`src/core/ubrg_defines.svh`:
```
// Purpose: offsets, field positions, reset values and ratios of the baud generator
// Assumes: apb byte addressing, one 32-bit word per register
// Notes:   included by bare name
`ifndef UBRG_DEFINES_SVH
`define UBRG_DEFINES_SVH

// --------------------------------------------------------------------------
// register byte offsets
// --------------------------------------------------------------------------
`define UBRG_OFS_TXSC      12'h000
`define UBRG_OFS_RXSC      12'h004
`define UBRG_OFS_DIV       12'h008
`define UBRG_OFS_STAT      12'h00c

// --------------------------------------------------------------------------
// field positions
// --------------------------------------------------------------------------
`define UBRG_TXSC_CLKSRC   7
`define UBRG_TXSC_SYNC     4
`define UBRG_TXSC_HSPEED   2
`define UBRG_TXSC_EMPTY    1
`define UBRG_RXSC_ENABLE   7

// --------------------------------------------------------------------------
// reset values
// --------------------------------------------------------------------------
`define UBRG_TXSC_RESET    8'h02
`define UBRG_RXSC_RESET    8'h00
`define UBRG_DIV_RESET     8'h00
// writable bits of transmit_status_control (bit 3 unimplemented, bit 1 read-only)
`define UBRG_TXSC_WMASK    8'hf5
// writable bits of receive_status_control (low three unimplemented, read as zero)
`define UBRG_RXSC_WMASK    8'hf8

// --------------------------------------------------------------------------
// fixed prescale ratios, as terminal counts (ratio minus one)
// --------------------------------------------------------------------------
`define UBRG_PRE_LOW       6'h3f
`define UBRG_PRE_HIGH      6'h0f
`define UBRG_PRE_SYNC      6'h03

`endif

```
`src/core/ubrg_pkg.sv`:
```
// Purpose: types shared by the baud generator
// Assumes: nothing
// Notes:   constants live in ubrg_defines.svh
package ubrg_pkg;

    typedef enum logic [1:0] {
        UBRG_MODE_ASYNC_LOW,
        UBRG_MODE_ASYNC_HIGH,
        UBRG_MODE_SYNC
    } ubrg_mode_t;

    typedef struct packed {
        logic       bit_tick;
        logic       sample_tick;
        logic       rx_level;
        logic       clk_master;
    } ubrg_timing_t;

endpackage : ubrg_pkg

```
`src/core/ubrg_top.sv`:
```
// Purpose: baud rate generator of a serial port, with majority-vote receive sampling
// Assumes: apb slave on pclk; shift logic consumes the timing outputs
// Notes:   one pclk cycle stands for one oscillator period
//
// Design decisions made here: the APB slave port and the address map.
`timescale 1ns/10ps
`default_nettype none
`include "ubrg_defines.svh"

module ubrg_top
    import ubrg_pkg::*;
(
    input  wire logic        pclk,
    input  wire logic        presetn,
    input  wire logic        psel,
    input  wire logic        penable,
    input  wire logic        pwrite,
    input  wire logic [11:0] paddr,
    input  wire logic [31:0] pwdata,
    output logic      [31:0] prdata,
    output logic             pready,
    output logic             pslverr,
    input  wire logic        receive_data_pin,
    input  wire logic        tx_shift_empty,
    output logic             bit_tick,
    output logic             sample_tick,
    output logic             rx_level,
    output logic             clk_master,
    output ubrg_timing_t     timing
);

    // ----------------------------------------------------------------------
    // register bus
    // ----------------------------------------------------------------------
    logic [7:0]  txsc_ff;
    logic [7:0]  rxsc_ff;
    logic [7:0]  baud_divisor_ff;
    logic [31:0] prdata_ff;
    logic        pready_ff;
    logic        pslverr_ff;
    logic        empty_s1_ff;
    logic        empty_s2_ff;

    function automatic logic ubrg_mapped(input logic [11:0] a);
        ubrg_mapped = (a == `UBRG_OFS_TXSC) || (a == `UBRG_OFS_RXSC) ||
                      (a == `UBRG_OFS_DIV)  || (a == `UBRG_OFS_STAT);
    endfunction : ubrg_mapped

    logic acc;
    logic wr;
    assign acc = psel & penable;
    assign wr  = acc & pwrite & ubrg_mapped(paddr);

    // writes land at the access edge only, once ready is already high
    logic txsc_wr;
    logic rxsc_wr;
    assign txsc_wr = wr & pready_ff & (paddr == `UBRG_OFS_TXSC);
    assign rxsc_wr = wr & pready_ff & (paddr == `UBRG_OFS_RXSC);

    // zero-wait slave: pready rises in the access cycle itself
    // unmapped offsets answer with an error; their writes are dropped
    always_ff @(posedge pclk or negedge presetn) begin
        if (!presetn) begin
            pready_ff  <= 1'b0;
            pslverr_ff <= 1'b0;
        end else begin
            pready_ff  <= psel & ~penable;
            pslverr_ff <= psel & ~penable & ~ubrg_mapped(paddr);
        end
    end

    always_ff @(posedge pclk or negedge presetn) begin
        if (!presetn) begin
            txsc_ff <= `UBRG_TXSC_RESET;
        end else if (txsc_wr) begin
            txsc_ff <= (pwdata[7:0] & `UBRG_TXSC_WMASK) | {6'h00, empty_s2_ff, 1'b0};
        end else begin
            txsc_ff[`UBRG_TXSC_EMPTY] <= empty_s2_ff;
        end
    end

    always_ff @(posedge pclk or negedge presetn) begin
        if (!presetn) begin
            rxsc_ff <= `UBRG_RXSC_RESET;
        end else if (rxsc_wr) begin
            rxsc_ff <= pwdata[7:0] & `UBRG_RXSC_WMASK;
        end
    end

    logic div_wr;
    assign div_wr = wr & pready_ff & (paddr == `UBRG_OFS_DIV);

    always_ff @(posedge pclk or negedge presetn) begin
        if (!presetn) begin
            baud_divisor_ff <= `UBRG_DIV_RESET;
        end else if (div_wr) begin
            baud_divisor_ff <= pwdata[7:0];
        end
    end

    always_ff @(posedge pclk or negedge presetn) begin
        if (!presetn) begin
            // high, matching the empty flag's reset value, so bit 1 never dips
            empty_s1_ff <= 1'b1;
            empty_s2_ff <= 1'b1;
        end else begin
            empty_s1_ff <= tx_shift_empty;
            empty_s2_ff <= empty_s1_ff;
        end
    end

    // ----------------------------------------------------------------------
    // mode and prescale
    // ----------------------------------------------------------------------
    ubrg_mode_t mode;
    logic [5:0] pre_last;

    always_comb begin
        if (txsc_ff[`UBRG_TXSC_SYNC]) begin
            mode = UBRG_MODE_SYNC;
        end else if (txsc_ff[`UBRG_TXSC_HSPEED]) begin
            mode = UBRG_MODE_ASYNC_HIGH;
        end else begin
            mode = UBRG_MODE_ASYNC_LOW;
        end
    end

    always_comb begin
        unique case (mode)
            UBRG_MODE_ASYNC_LOW:  pre_last = `UBRG_PRE_LOW;
            UBRG_MODE_ASYNC_HIGH: pre_last = `UBRG_PRE_HIGH;
            UBRG_MODE_SYNC:       pre_last = `UBRG_PRE_SYNC;
            default:              pre_last = `UBRG_PRE_LOW;
        endcase
    end

    // ----------------------------------------------------------------------
    // baud timer
    // ----------------------------------------------------------------------
    // timer counts prescaled clock; the prescaler runs first so each timer
    // step lasts 4/16/64 clocks and the bit period is ratio*(divisor+1)
    logic [5:0] pre_ff;
    logic [7:0] timer_ff;
    logic       bit_tick_ff;
    logic       pre_wrap;
    logic       timer_wrap;
    logic       run;

    assign run        = rxsc_ff[`UBRG_RXSC_ENABLE];
    assign pre_wrap   = (pre_ff >= pre_last);
    assign timer_wrap = pre_wrap & (timer_ff == 8'h00);

    always_ff @(posedge pclk or negedge presetn) begin
        if (!presetn) begin
            pre_ff <= 6'h00;
        end else if (div_wr || !run) begin
            pre_ff <= 6'h00;
        end else if (pre_wrap) begin
            pre_ff <= 6'h00;
        end else begin
            pre_ff <= pre_ff + 6'h01;
        end
    end

    // down-counter reloads the divisor, so divisor 0 ticks every prescale period
    always_ff @(posedge pclk or negedge presetn) begin
        if (!presetn) begin
            timer_ff <= 8'h00;
        end else if (div_wr) begin
            timer_ff <= pwdata[7:0];
        end else if (!run) begin
            timer_ff <= baud_divisor_ff;
        end else if (timer_wrap) begin
            timer_ff <= baud_divisor_ff;
        end else if (pre_wrap) begin
            timer_ff <= timer_ff - 8'h01;
        end
    end

    logic master;
    // async has no external clock; in sync only clock-source set is internal
    assign master = ~txsc_ff[`UBRG_TXSC_SYNC] | txsc_ff[`UBRG_TXSC_CLKSRC];

    always_ff @(posedge pclk or negedge presetn) begin
        if (!presetn) begin
            bit_tick_ff <= 1'b0;
        end else begin
            bit_tick_ff <= run & master & timer_wrap & ~div_wr;
        end
    end

    // ----------------------------------------------------------------------
    // receive sampling
    // ----------------------------------------------------------------------
    logic       rx_s1_ff;
    logic       rx_s2_ff;
    logic [2:0] samp_ff;
    logic       rx_level_ff;
    logic       samp_tick_ff;
    logic       vote_now_ff;
    logic       samp_now;

    function automatic logic ubrg_major(input logic [2:0] s);
        ubrg_major = (s[0] & s[1]) | (s[1] & s[2]) | (s[0] & s[2]);
    endfunction : ubrg_major

    always_ff @(posedge pclk or negedge presetn) begin
        if (!presetn) begin
            rx_s1_ff <= 1'b1;
            rx_s2_ff <= 1'b1;
        end else begin
            rx_s1_ff <= receive_data_pin;
            rx_s2_ff <= rx_s1_ff;
        end
    end

    // three samples taken on consecutive prescale steps; limitation: in any
    // mode the vote window covers three whole bits when divisor is 0
    assign samp_now = run & pre_wrap & (timer_ff <= 8'h02);

    always_ff @(posedge pclk or negedge presetn) begin
        if (!presetn) begin
            samp_ff <= 3'h7;
        end else if (samp_now) begin
            samp_ff <= {samp_ff[1:0], rx_s2_ff};
        end
    end

    // vote only once the bit's last sample is in, so with divisor 2 or more samples of two
    // different bits are never mixed into one decision
    always_ff @(posedge pclk or negedge presetn) begin
        if (!presetn) begin
            samp_tick_ff <= 1'b0;
            vote_now_ff  <= 1'b0;
        end else begin
            samp_tick_ff <= samp_now;
            vote_now_ff  <= samp_now & (timer_ff == 8'h00);
        end
    end

    always_ff @(posedge pclk or negedge presetn) begin
        if (!presetn) begin
            rx_level_ff <= 1'b1;
        end else if (vote_now_ff) begin
            rx_level_ff <= ubrg_major(samp_ff);
        end
    end

    // ----------------------------------------------------------------------
    // read data
    // ----------------------------------------------------------------------
    always_ff @(posedge pclk or negedge presetn) begin
        if (!presetn) begin
            prdata_ff <= 32'h0000_0000;
        end else if (psel && !penable && !pwrite) begin
            unique case (paddr)
                `UBRG_OFS_TXSC: prdata_ff <= {24'h00_0000, txsc_ff};
                `UBRG_OFS_RXSC: prdata_ff <= {24'h00_0000, rxsc_ff};
                `UBRG_OFS_DIV:  prdata_ff <= {24'h00_0000, baud_divisor_ff};
                `UBRG_OFS_STAT: prdata_ff <= {24'h00_0000, 2'h0, mode, rx_level_ff,
                                              master, run, bit_tick_ff};
                default:        prdata_ff <= 32'h0000_0000;
            endcase
        end
    end

    logic clk_master_ff;
    always_ff @(posedge pclk or negedge presetn) begin
        if (!presetn) begin
            clk_master_ff <= 1'b0;
        end else begin
            clk_master_ff <= master;
        end
    end

    // ----------------------------------------------------------------------
    // outputs
    // ----------------------------------------------------------------------
    assign prdata      = prdata_ff;
    assign pready      = pready_ff;
    assign pslverr     = pslverr_ff;
    assign bit_tick    = bit_tick_ff;
    assign sample_tick = samp_tick_ff;
    assign rx_level    = rx_level_ff;
    assign clk_master  = clk_master_ff;
    assign timing      = '{bit_tick: bit_tick_ff, sample_tick: samp_tick_ff,
                           rx_level: rx_level_ff, clk_master: clk_master_ff};

endmodule : ubrg_top

`default_nettype wire

```
`config.mk`:
```
export PLATFORM = sky130hd
export DESIGN_NAME = ubrg_top
export DESIGN_NICKNAME = d
export VERILOG_FILES = /design/src/core/ubrg_pkg.sv /design/src/core/ubrg_top.sv
export VERILOG_INCLUDE_DIRS = /design/src /design/src/core
export SDC_FILE = /design/constraint.sdc
export NUM_CORES = 1
export LEC_CHECK = 0
export BUFFER_PORTS_ARGS = -buffer_cell sky130_fd_sc_hd__buf_2
export CELL_PAD_IN_SITES_DETAIL_PLACEMENT = 1
export CELL_PAD_IN_SITES_GLOBAL_PLACEMENT = 1
export CORE_MARGIN = 8
export CORE_UTILIZATION = 30
export CTS_CLUSTER_SIZE = 12
export DETAILED_ROUTE_END_ITERATION = 8
export GPL_TIMING_DRIVEN = 0
export PLACE_DENSITY_LB_ADDON = 0.05
export SETUP_SLACK_MARGIN = 0.3
export SLEW_MARGIN = 20
export SYNTH_ARGS = -nofsm -noshare
export SYNTH_HDL_FRONTEND = slang
export SYNTH_SLANG_ARGS = --single-unit
```
`constraint.sdc`:
```
create_clock -name pclk -period 6.83 [get_ports pclk]
set_input_delay 1.0245 -clock pclk [delete_from_list [all_inputs] [get_ports pclk]]
set_output_delay 1.0245 -clock pclk [all_outputs]
set_load 0.02 [all_outputs]
```
# After elaboration in Yosys (flattened, before gate mapping)
# Cells that the tools add are included.
dict set report word_totals {
  word_cells 78
  regBits 81
}
dict set report op_classes {
  magnitude_cmp 2
  n_reduce_logical 11
  add_sub_neg 2
  eq_ne 6
  n_mux 11
  bitwise_logic 27
}
# op n
set ops {}
lappend ops {{8-bit 2-to-1 mux} 4}
lappend ops {{8-bit one-hot mux with 4 select lines} 1}
lappend ops {{12-bit by 4-bit equality test with 1-bit output, second input constant} 2}
lappend ops {{1-bit bitwise AND} 19}
lappend ops {{12-bit by 3-bit equality test with 1-bit output, second input constant} 1}
lappend ops {{12-bit zero test} 1}
lappend ops {{6-bit 2-to-1 mux} 2}
lappend ops {{6-bit one-hot mux with 2 select lines} 1}
lappend ops {{8-bit by 2-bit less-or-equal comparator with 1-bit output, second input constant} 1}
lappend ops {{8-bit zero test} 1}
lappend ops {{8-bit by 2-bit OR with 8-bit output} 1}
lappend ops {{8-bit by 1-bit subtractor with 8-bit output, second input constant} 1}
lappend ops {{6-bit by 1-bit adder with 6-bit output, second input constant} 1}
lappend ops {{6-bit greater-or-equal comparator} 1}
lappend ops {{1-bit logical OR} 4}
lappend ops {{4-bit by 1-bit != test with 1-bit output, second input constant} 1}
lappend ops {{1-bit inverter} 4}
lappend ops {{1-bit zero test} 3}
lappend ops {{1-bit OR} 3}
lappend ops {{2-bit by 1-bit equality test with 1-bit output, second input constant} 1}
lappend ops {{2-bit equality test, second input constant} 1}
lappend ops {{1-bit logical AND} 2}
lappend ops {{1-bit 2-to-1 mux} 2}
lappend ops {{2-bit 2-to-1 mux} 1}

# Logic depth before layout (Yosys ltp)
# Gate-level depths: netlist of the first run.
dict set report logic_depth {
  ltp_word 9
  mapped_depth 8
  ltp_nobuf 7
}

# Worst setup path after synthesis of the first run
# Ideal clock, no wire load.
dict set report synth_path {
  path_type {reg-to-reg}
  start {reg txsc_ff[4]}
  end {reg timer_ff[5]}
  path_slack_ps 4482
  arrival_time_ps 2258
  stages_incl_launch_ff 8
  required_ps 6740
  cell_sequence {dfrtp_1 or2_2 ha_1 a21oi_1 nand2_1 a221o_1 buf_2 o221ai_1}
}
dict set report synth_via {
  elab_chain_cells 8
  word_cells_on_any_way 10
}
# item line
set synth_rtl {}
lappend synth_rtl {{from (decl)} ubrg_top.sv:35} ;# logic [7:0] txsc_ff;
lappend synth_rtl {{from (signal assigned)} ubrg_top.sv:74} ;# txsc_ff <= `UBRG_TXSC_RESET;
lappend synth_rtl {{from (signal assigned)} ubrg_top.sv:76} ;# txsc_ff <= (pwdata[7:0] & `UBRG_TXSC_WMASK) | {6'h00, empty_s2_ff, 1'b0};
lappend synth_rtl {{from (signal, indexed assignment)} ubrg_top.sv:78} ;# txsc_ff[`UBRG_TXSC_EMPTY] <= empty_s2_ff;
lappend synth_rtl {{2-bit 2-to-1 mux (*)} ubrg_top.sv:119} ;# if (txsc_ff[`UBRG_TXSC_SYNC]) begin
lappend synth_rtl {{2-bit equality test / 2-bit by 1-bit equality test with 1-bit output (equally long branches)} ubrg_top.sv:129} ;# unique case (mode)
lappend synth_rtl {{6-bit one-hot mux with 2 select lines (*)} ubrg_top.sv:129}
lappend synth_rtl {{6-bit greater-or-equal comparator (*)} ubrg_top.sv:150} ;# assign pre_wrap = (pre_ff >= pre_last);
lappend synth_rtl {{1-bit bitwise AND} ubrg_top.sv:151} ;# assign timer_wrap = pre_wrap & (timer_ff == 8'h00);
lappend synth_rtl {{8-bit 2-to-1 mux} ubrg_top.sv:173} ;# end else if (timer_wrap) begin
lappend synth_rtl {{8-bit 2-to-1 mux} ubrg_top.sv:171} ;# end else if (!run) begin
lappend synth_rtl {{8-bit 2-to-1 mux} ubrg_top.sv:169} ;# end else if (div_wr) begin
lappend synth_rtl {{to (signal assigned)} ubrg_top.sv:170} ;# timer_ff <= pwdata[7:0];
lappend synth_rtl {{to (signal assigned)} ubrg_top.sv:172} ;# timer_ff <= baud_divisor_ff;
lappend synth_rtl {{to (signal assigned)} ubrg_top.sv:174} ;# timer_ff <= baud_divisor_ff;
lappend synth_rtl {{to (decl)} ubrg_top.sv:143} ;# logic [7:0] timer_ff;
# Every way passes the cells marked *; elsewhere a longest branch is shown, timed or not.
# A chain may end at the register's enable or synchronous reset.

# Worst setup path in the final report of the first run
dict set report layout_path {
  start {reg txsc_ff[4]}
  end {reg timer_ff[2]}
}
# Same word-level chain as after synthesis.

==> results of run 1 <==
-- area by class of cell --
cell class              instances  area [um2]
clock buffers                   5       68.82
flip-flops and latches         56        1413
inverters                      11       41.29
repair buffers                 44       222.7
fillers                      1155        6167
multi-input cells             205        1381
well taps                     133       166.4
plain buffers                  37       247.7
clock inverters                 3       21.27
-- critical path, stage by stage (launching register included) --
cell and delay (ns):
dfrtp_1 0.51, or2_2 0.36, ha_1 0.29, a21oi_1 0.35
nand2_1 0.28, a221o_1 0.46, buf_2 0.23, a41oi_1 0.20
-- how the worst max path moves through the flow --
stage                     startpoint           to  depth (start not counted)
after floorplan           txsc_ff[4]  timer_ff[5]                          7
after global placement        pwrite  timer_ff[7]                          7
after detailed placement    paddr[7]  timer_ff[7]                          8
after CTS                 txsc_ff[4]  timer_ff[2]                          7
after global routing      txsc_ff[4]  timer_ff[4]                          8
final                     txsc_ff[4]  timer_ff[2]                          7
-- sequential cells by signal, summed over array words and instances (netlist names), 3 cells and up --
register / cells
baud_divisor_ff: 8
prdata: 8
timer_ff: 8
txsc_ff: 7
pre_ff: 6
rxsc_ff: 5
samp_ff: 3
-- metal layers --
layer	track usage	up-vias
li1	-	1104
met1	0.1560	1084
met2	0.2081	45
met3	0.03022	6
met4	0.03371	0
met5	0	-
-- placed cells by master, fill, tap and decap left out, drive strengths merged, types with 5 or more instances in the layout --
master,n
dfrtp,47
buf,76
nor2,20
mux2i,7
clkbuf,10
mux2,16
xnor2,5
ha,6
o31ai,7
dfstp,9
nand3,7
inv,12
nand2,41
a31oi,5
nor4,5
a21oi,7
conb,24
-- power breakdown --
| group | switching, mW | leakage [nW] | internal [mW] |
|---|---|---|---|
| Sequential | 0.000876 | 0.743 | 0.335 |
| Combinational | 0.0312 | 0.995 | 0.0185 |
| Clock | 0.121 | 0.0445 | 0.0733 |
| Total | 0.153 | 1.78 | 0.427 |
-- kinds of logic after synthesis --
group,Yosys count,share of synthesized area
AO/OA/AOI/OAI,46,0.1194
XOR/XNOR,8,0.02338
adder cells (fa/ha/maj),7,0.02839
buffers and inverters,48,0.09645
flip-flops,56,0.4714
multiplexers,25,0.1023
other,1,0.001251
AND/OR/NAND/NOR,95,0.1574
==> metrics.txt, run 1 <==
Yosys top cell area share=0.3925; Final TNS setup=0 ns; Final Max Slew Viols=0; DR vias=roughly 2200; final instance count without filler cells=494; CTS sink cnt=56; Placed Area=approximately 3500 um2; r2r worst-path depth=7; Root Buffer=clkbuf_8; final worst-path setup slack=4.061 ns; status=completed; hold_buf cts=0; Final period util=0.4053; port buffer count=44; TritonRoute pass-1 iters=4; GR Overflow Total=0; largest net degree at the start of global routing=57; Die Ht=115.9 um; hold path cells=0; M1 WL=3687 um; Required @ worst endpoint=about 7 ns; initial DRC count=around 110; top area cells in the synthesized netlist=dfrtp_1, dfstp_2, buf_4, nand2_1, mux2_2; Setup Crit Path Kind=reg -> reg; clock-pin transition on the worst setup and hold timing paths=around 0.11 ns; DR WL met3=405 um; nets=about 420; Global Route Usage Sum=0.1245; utilization after layout=0.3661; DR vias/cell=4.532; Power, Total=0.5798 mW; Worst R2R End=timer_ff[2]; Crit Path Max Fanout=10; antenna cell count=0; CTS resizes=0; row count=36; first-pass GRT wire length=approximately 13000 um; DP Worst Slack=around 4.0 ns; met2 wire length=3700 um; Max-cap violations=0; Power Dens Cells=about 160 nW/um2; Cells after Synth=between 200 and 300; IO Pins=93; Syn Area/Cell=10.48 um2; Post-Syn Area=2997 um2; total wire length=between 7000 and 8000 um; area delta synth->final=18.87%; reg-to-reg startpoint=txsc_ff[4]; Num CTS Buffers=5; final hold vios=0; # DRC=0; H-tree Lvls=2; reg2reg setup slack=between 4 and 5 ns; Placed Instances=486; Worst-Skew Late Latency=0.32 ns; final setup vio count=0; largest area contributor in the netlist=dfrtp_1; vias in the first global route=2434; HPWL after detailed placement=6043 um; Die W=115.9 um; core area=9729 um2; min Tclk post-route=2.769 ns; Final Skew=0.01012 ns; crit path launch type=flip-flop; WHS Endpoint=txsc_ff[1]; CP arrival=approximately 3.0 ns; RSZ-0062 raised after global routing=false; Worst Tran Pin Value=0.7553 ns; clk buf depth=2; worst relative slew slack=0.4964; Post-synth EDFFs=0; Seq/Total Area, Yosys=0.4714; CTS tree=done; ys async rst share=1.000; WHS=0.3629 ns; wire length per cell=15.94 um; die area=approximately 13000 um2; Commonest cells post-synth=dfrtp_1, nand2_1, buf_4, nor2_1, mux2_2; yosys warns=0; ys flop type=dfrtp_1; fraction of layout instances using a drive strength above 1=0.3324; Max VDD drop=0.07783 mV; Worst Hold Class=reg -> reg; Starting Density=0.3080; synth unique cells=57; highest routed layer=met4; FMAX=0.3612 GHz; post-route cell area=3562 um2; HP Start=empty_s2_ff; Leakage=approximately 1.8 nW; Detail Route Antenna Nets=0; CP Capture Type=flip-flop; RD Place Congestion=0.8156; Synth Register Bits=56; Post-CTS Setup Inserts=0; most common cell in the netlist=dfrtp_1; antenna violations before repair=0
No activity file was read; power rests on OpenSTA's default activity.
==> run 2: changes to the inputs <==
==> constraint.sdc (replaced) <==
create_clock -name pclk -period 2.52 [get_ports pclk]
set_input_delay 0.378 -clock pclk [delete_from_list [all_inputs] [get_ports pclk]]
set_output_delay 0.378 -clock pclk [all_outputs]
set_load 0.02 [all_outputs]
==> metrics.txt, run 2 (synthesis gave the netlist of run 1 again) <==
CP arrival=2.39 ns; Worst R2R End=timer_ff[1]; hold_buf cts=0; CTS tree=done; fraction of layout instances using a drive strength above 1=0.3787; Crit Path Max Fanout=4; first-pass GRT wire length=13300 um; CTS sink cnt=56; Combinational Power Share=0.086; IO Pins=93; RD Place Congestion=between 0.7 and 0.8; TritonRoute pass-1 iters=4; clk buf depth=2; Root Buffer=clkbuf_8; Worst Tran Pin Value=between 0.7 and 0.8 ns; H-tree Lvls=2; wire length per cell=~16 um; HPWL after detailed placement=between 6000 and 7000 um; Leakage=1.873 nW; GR Overflow Total=0; min Tclk post-route=2.215 ns; final hold vios=0; RSZ-0062 raised after global routing=true; Starting Density=0.3080; # DRC=0; antenna violations before repair=0; Die Ht=115.9 um; reg-to-reg startpoint=txsc_ff[4]; Max-cap violations=0; fill count=between 1000 and 1500; core area=9729 um2; clock-pin transition on the worst setup and hold timing paths=0.11 ns; r2r worst-path depth=8; Placed Instances=486; Global Route Usage Sum=0.1255; status=completed; initial DRC count=119; vias in the first global route=about 2500; Die W=around 120 um; crit path launch type=flip-flop; Final Skew=0.009706 ns; DR vias=2312; Worst Hold Class=in -> async; Required @ worst endpoint=2.69 ns; most frequent cells in the layout=dfrtp_1, buf_2, buf_4; DR vias/cell=approximately 4.6; switching portion of total power=0.2499; Final period util=0.8789; die area=roughly 13000 um2; antenna cell count=0; Power, Total=1.578 mW; final setup vio count=0; clock power share=0.338; Switch Pwr=0.3945 mW; Final Max Slew Viols=0; WHS=0.1080 ns; port buffer count=44; worst relative slew slack=0.5154; CP Capture Type=flip-flop; post-route cell area=3752 um2; area delta synth->final=25.22%; total wire length=8047 um; Num CTS Buffers=5; FMAX=0.4515 GHz; Reg power frac=0.576; final instance count without filler cells=between 500 and 600; row count=36; internal power=1.184 mW; Max VDD drop=between 0.15 and 0.2 mV; largest net degree at the start of global routing=57; Placed Area=~3500 um2; reg2reg setup slack=around 0.31 ns; Detail Route Antenna Nets=0; nets=between 400 and 500; commonest non-fill, non-tap cell in the layout=dfrtp_1; Worst-Skew Late Latency=slightly above 0.3 ns; Power Dens Cells=420.6 nW/um2; Setup Crit Path Kind=reg -> reg
[run 2: cell types whose count changed in the layout (fill, tap and decap cells not counted), sizes merged]
cell / before / now
clkbuf: 10 / 11
buf: 76 / 90
clkinvlp: 1 / 0
[run 2: power by group through the flow]
stage                     logic (mW)  clock network [mW]  registers [mW]
after detailed placement       0.136                   0           0.927
after floorplan               0.0787                   0           0.928
final                          0.136               0.533           0.909
after global routing           0.151               0.599           0.910
after global placement         0.135                   0           0.926
after CTS                      0.136               0.563           0.910
[run 2: worst max path at each step]
| stage | startpoint | depth (start not counted) | to | slack (ns) |
|---|---|---|---|---|
| floorplan | txsc_ff[4] | 7 | timer_ff[5] | 0.29 |
| global placement | txsc_ff[4] | 7 | timer_ff[5] | -0.08 |
| detailed placement | txsc_ff[4] | 7 | timer_ff[5] | -0.08 |
| CTS | txsc_ff[2] | 7 | samp_ff[0] | 0.29 |
| global route | txsc_ff[4] | 8 | timer_ff[1] | 0.23 |
| finish | txsc_ff[4] | 8 | timer_ff[1] | 0.31 |
[run 2: area by class of cell]
cell class | count | area [um2] | area share
Multi-Input combinational cell | 205 | 1449 | 0.3861
Inverter | 11 | 41.29 | 0.01100
Timing Repair Buffer | 58 | 331.6 | 0.08836
Tap cell | 133 | 166.4 | 0.04435
Clock inverter | 2 | 13.76 | 0.003668
Buffer | 37 | 254.0 | 0.06769
Clock buffer | 6 | 82.58 | 0.02201
Sequential cell | 56 | 1414 | 0.3768
[run 2: worst max-delay path, cell delays in order, from the launching register on]
cell	delay [ns]
dfrtp_2	0.44
or2_4	0.28
ha_4	0.23
a21oi_4	0.23
o211ai_4	0.14
a221o_1	0.43
buf_6	0.16
o22ai_2	0.10
a31oi_2	0.05
[run 2: metrics by stage]
stage / setup WS, ns / utilization / setup TNS, ns
floorplan: 0.2895 / - / 0
global placement: -0.08108 / 0.3573 / -0.2421
detailed placement: -0.08177 / 0.3575 / -0.2924
CTS: 0.2853 / 0.3760 / 0
global route: 0.2256 / 0.3857 / 0
finish: 0.3053 / 0.3857 / 0
[run 2: metal layers]
layer | track usage | share of wire | vias to the layer above
met5 | 0 | 0 | -
met4 | 0.03198 | 0.0093 | 0
li1 | - | - | 1132
met1 | 0.1564 | 0.44 | 1128
met3 | 0.03387 | 0.059 | 6
met2 | 0.2092 | 0.49 | 46
[run 2: timing repair]
item	in CTS	in global routing
buffers inserted	8	6
setup endpoints to repair	18	10
resized for setup	4	10
pin swaps	6	8
==> run 3: changes to the inputs <==
--- a/config.mk
+++ b/config.mk
@@ -14,7 +14,7 @@
 export CTS_CLUSTER_SIZE = 12
 export DETAILED_ROUTE_END_ITERATION = 8
 export GPL_TIMING_DRIVEN = 0
-export PLACE_DENSITY_LB_ADDON = 0.05
+export PLACE_DENSITY = 0.74
 export SETUP_SLACK_MARGIN = 0.3
 export SLEW_MARGIN = 20
 export SYNTH_ARGS = -nofsm -noshare
==> constraint.sdc (replaced) <==
create_clock -name pclk -period 1.96 [get_ports pclk]
set_input_delay 0.294 -clock pclk [delete_from_list [all_inputs] [get_ports pclk]]
set_output_delay 0.294 -clock pclk [all_outputs]
set_load 0.02 [all_outputs]
==> metrics.txt, run 3 (synthesis gave the netlist of run 1 again) <==
critical-path cell list=or2_4 > ha_1 > nand2_1 > nand2_4 > nand2_4 > or4_4 > mux2_4; Required @ worst endpoint=between 2 and 2.5 ns; vias in the first global route=2635; CP arrival=around 2.5 ns; commonest non-fill, non-tap cell in the layout=dfrtp_1; HPWL after detailed placement=5805 um; Worst Tran Pin Value=0.7167 ns; TritonRoute pass-1 iters=4; largest net degree at the start of global routing=57; Bufs and invs on worst path=0; core area=9729 um2; WHS=around 0.021 ns; final worst-path setup slack=-0.3032 ns; initial DRC count=just under 100; CP top delay family=simple AND/OR/NAND/NOR gates; nets=428; Crit path depth=7; Final period util=1.155; min Tclk post-route=2.263 ns; violated checks=negative setup slack; Crit Path Max Fanout=6; DP Worst Slack=-0.3723 ns; Global Route Usage Sum=0.1271; Worst-Skew Late Latency=0.32 ns; status=complete, but fails checks; Starting Density=0.3080; most frequent cells in the layout=dfrtp_1, buf_2, nand2_1, buf_4, conb_1; Worst Hold Class=in -> async; Root Buffer=clkbuf_8; crit path launch type=flip-flop; row count=36; CTS tree=done; Placed Area=approximately 3500 um2; Leakage=1.893 nW; r2r worst-path depth=7; clock-pin transition on the worst setup and hold timing paths=0.11 ns; final instance count without filler cells=slightly above 500; worst relative slew slack=0.5222; Crit-path slowest cell=or4_4; first-pass GRT wire length=13700 um; clk buf depth=2; post-route cell area=3875 um2; Most common cell on crit path=nand2_4; Detail Route Antenna Nets=0; port buffer count=44; fraction of layout instances using a drive strength above 1=0.4301; CP Capture Type=flip-flop; final hold vios=0; DR vias=2358; Max-cap violations=0; # DRC=0; DR vias/cell=4.669; Power, Total=~2.0 mW; FMAX=roughly 0.44 GHz; H-tree Lvls=2; GR Overflow Total=0; CP max stage delay=0.54 ns; Final Skew=0.01537 ns; Die W=115.9 um; antenna cell count=0; antenna violations before repair=0; area delta synth->final=29.31%; Power Dens Cells=between 500 and 600 nW/um2; Setup Crit Path Kind=reg -> reg; Placed Instances=486; IO Pins=93; RD Place Congestion=0.8517; RSZ-0062 raised after global routing=true; Die Ht=115.9 um; Max VDD drop=between 0.2 and 0.3 mV; CTS sink cnt=56; Num CTS Buffers=5; wire length per cell=16.54 um; total wire length=8355 um; die area=13440 um2; final setup vio count=18; Final Max Slew Viols=0
run 3: power by group:
part	internal, mW	leakage [nW]	total (mW)	switching (mW)
clock	0.258	0.0485	0.665	0.407
sequential	1.17	0.742	1.17	0.00301
combinational	0.0656	1.10	0.176	0.111
total	1.49	1.89	2.01	0.521
run 3: worst register-to-register path: stages (launching register included):
cell and delay (ns):
dfrtp_2 0.45, or2_4 0.26, ha_1 0.29, nand2_1 0.13, nand2_4 0.14, nand2_4 0.06, or4_4 0.54, mux2_4 0.33
run 3: worst paths after layout:
kind                                      from           to  slack (ns)
worst max-delay path                txsc_ff[4]   samp_ff[1]       -0.30
worst min-delay path                   presetn    prdata[4]        0.02
max in group asynchronous              presetn   txsc_ff[4]        1.43
min in group pclk               tx_shift_empty  empty_s1_ff        0.07
worst max register to register      txsc_ff[4]   samp_ff[1]       -0.30
worst min register to register     empty_s1_ff  empty_s2_ff        0.36
run 3: stage by stage:
step | TNS [ns] | util
floorplan | -0.6532 | -
global placement | -4.472 | 0.3602
detailed placement | -5.187 | 0.3605
CTS | -2.633 | 0.3855
global route | -4.815 | 0.3983
finish | -3.794 | 0.3983
run 3: final cells by class:
type	instances	area, um2
repair buffers	55	325.3
multi-input cells	205	1560
clock inverters	3	22.52
inverters	11	41.29
well taps	133	166.4
fillers	1135	5854
plain buffers	37	276.5
clock buffers	5	68.82
flip-flops and latches	56	1414
run 3: repair_timing:
item / in CTS / in global routing
hold buffers: 0 / 0
endpoints found under the hold margin: 0 / 0
setup buffers: 9 / 2
gates resized for setup: 17 / 27
cloned: 0 / 0
endpoints found under the setup margin: 28 / 39
pin swaps: 4 / 8
run 3: routing by layer:
layer	up-vias	GRT usage	wire, um
li1	1118	-	-
met1	1167	0.1425	3426
met2	61	0.2347	4391
met3	12	0.02449	396
met4	0	0.04149	140
met5	-	0	0
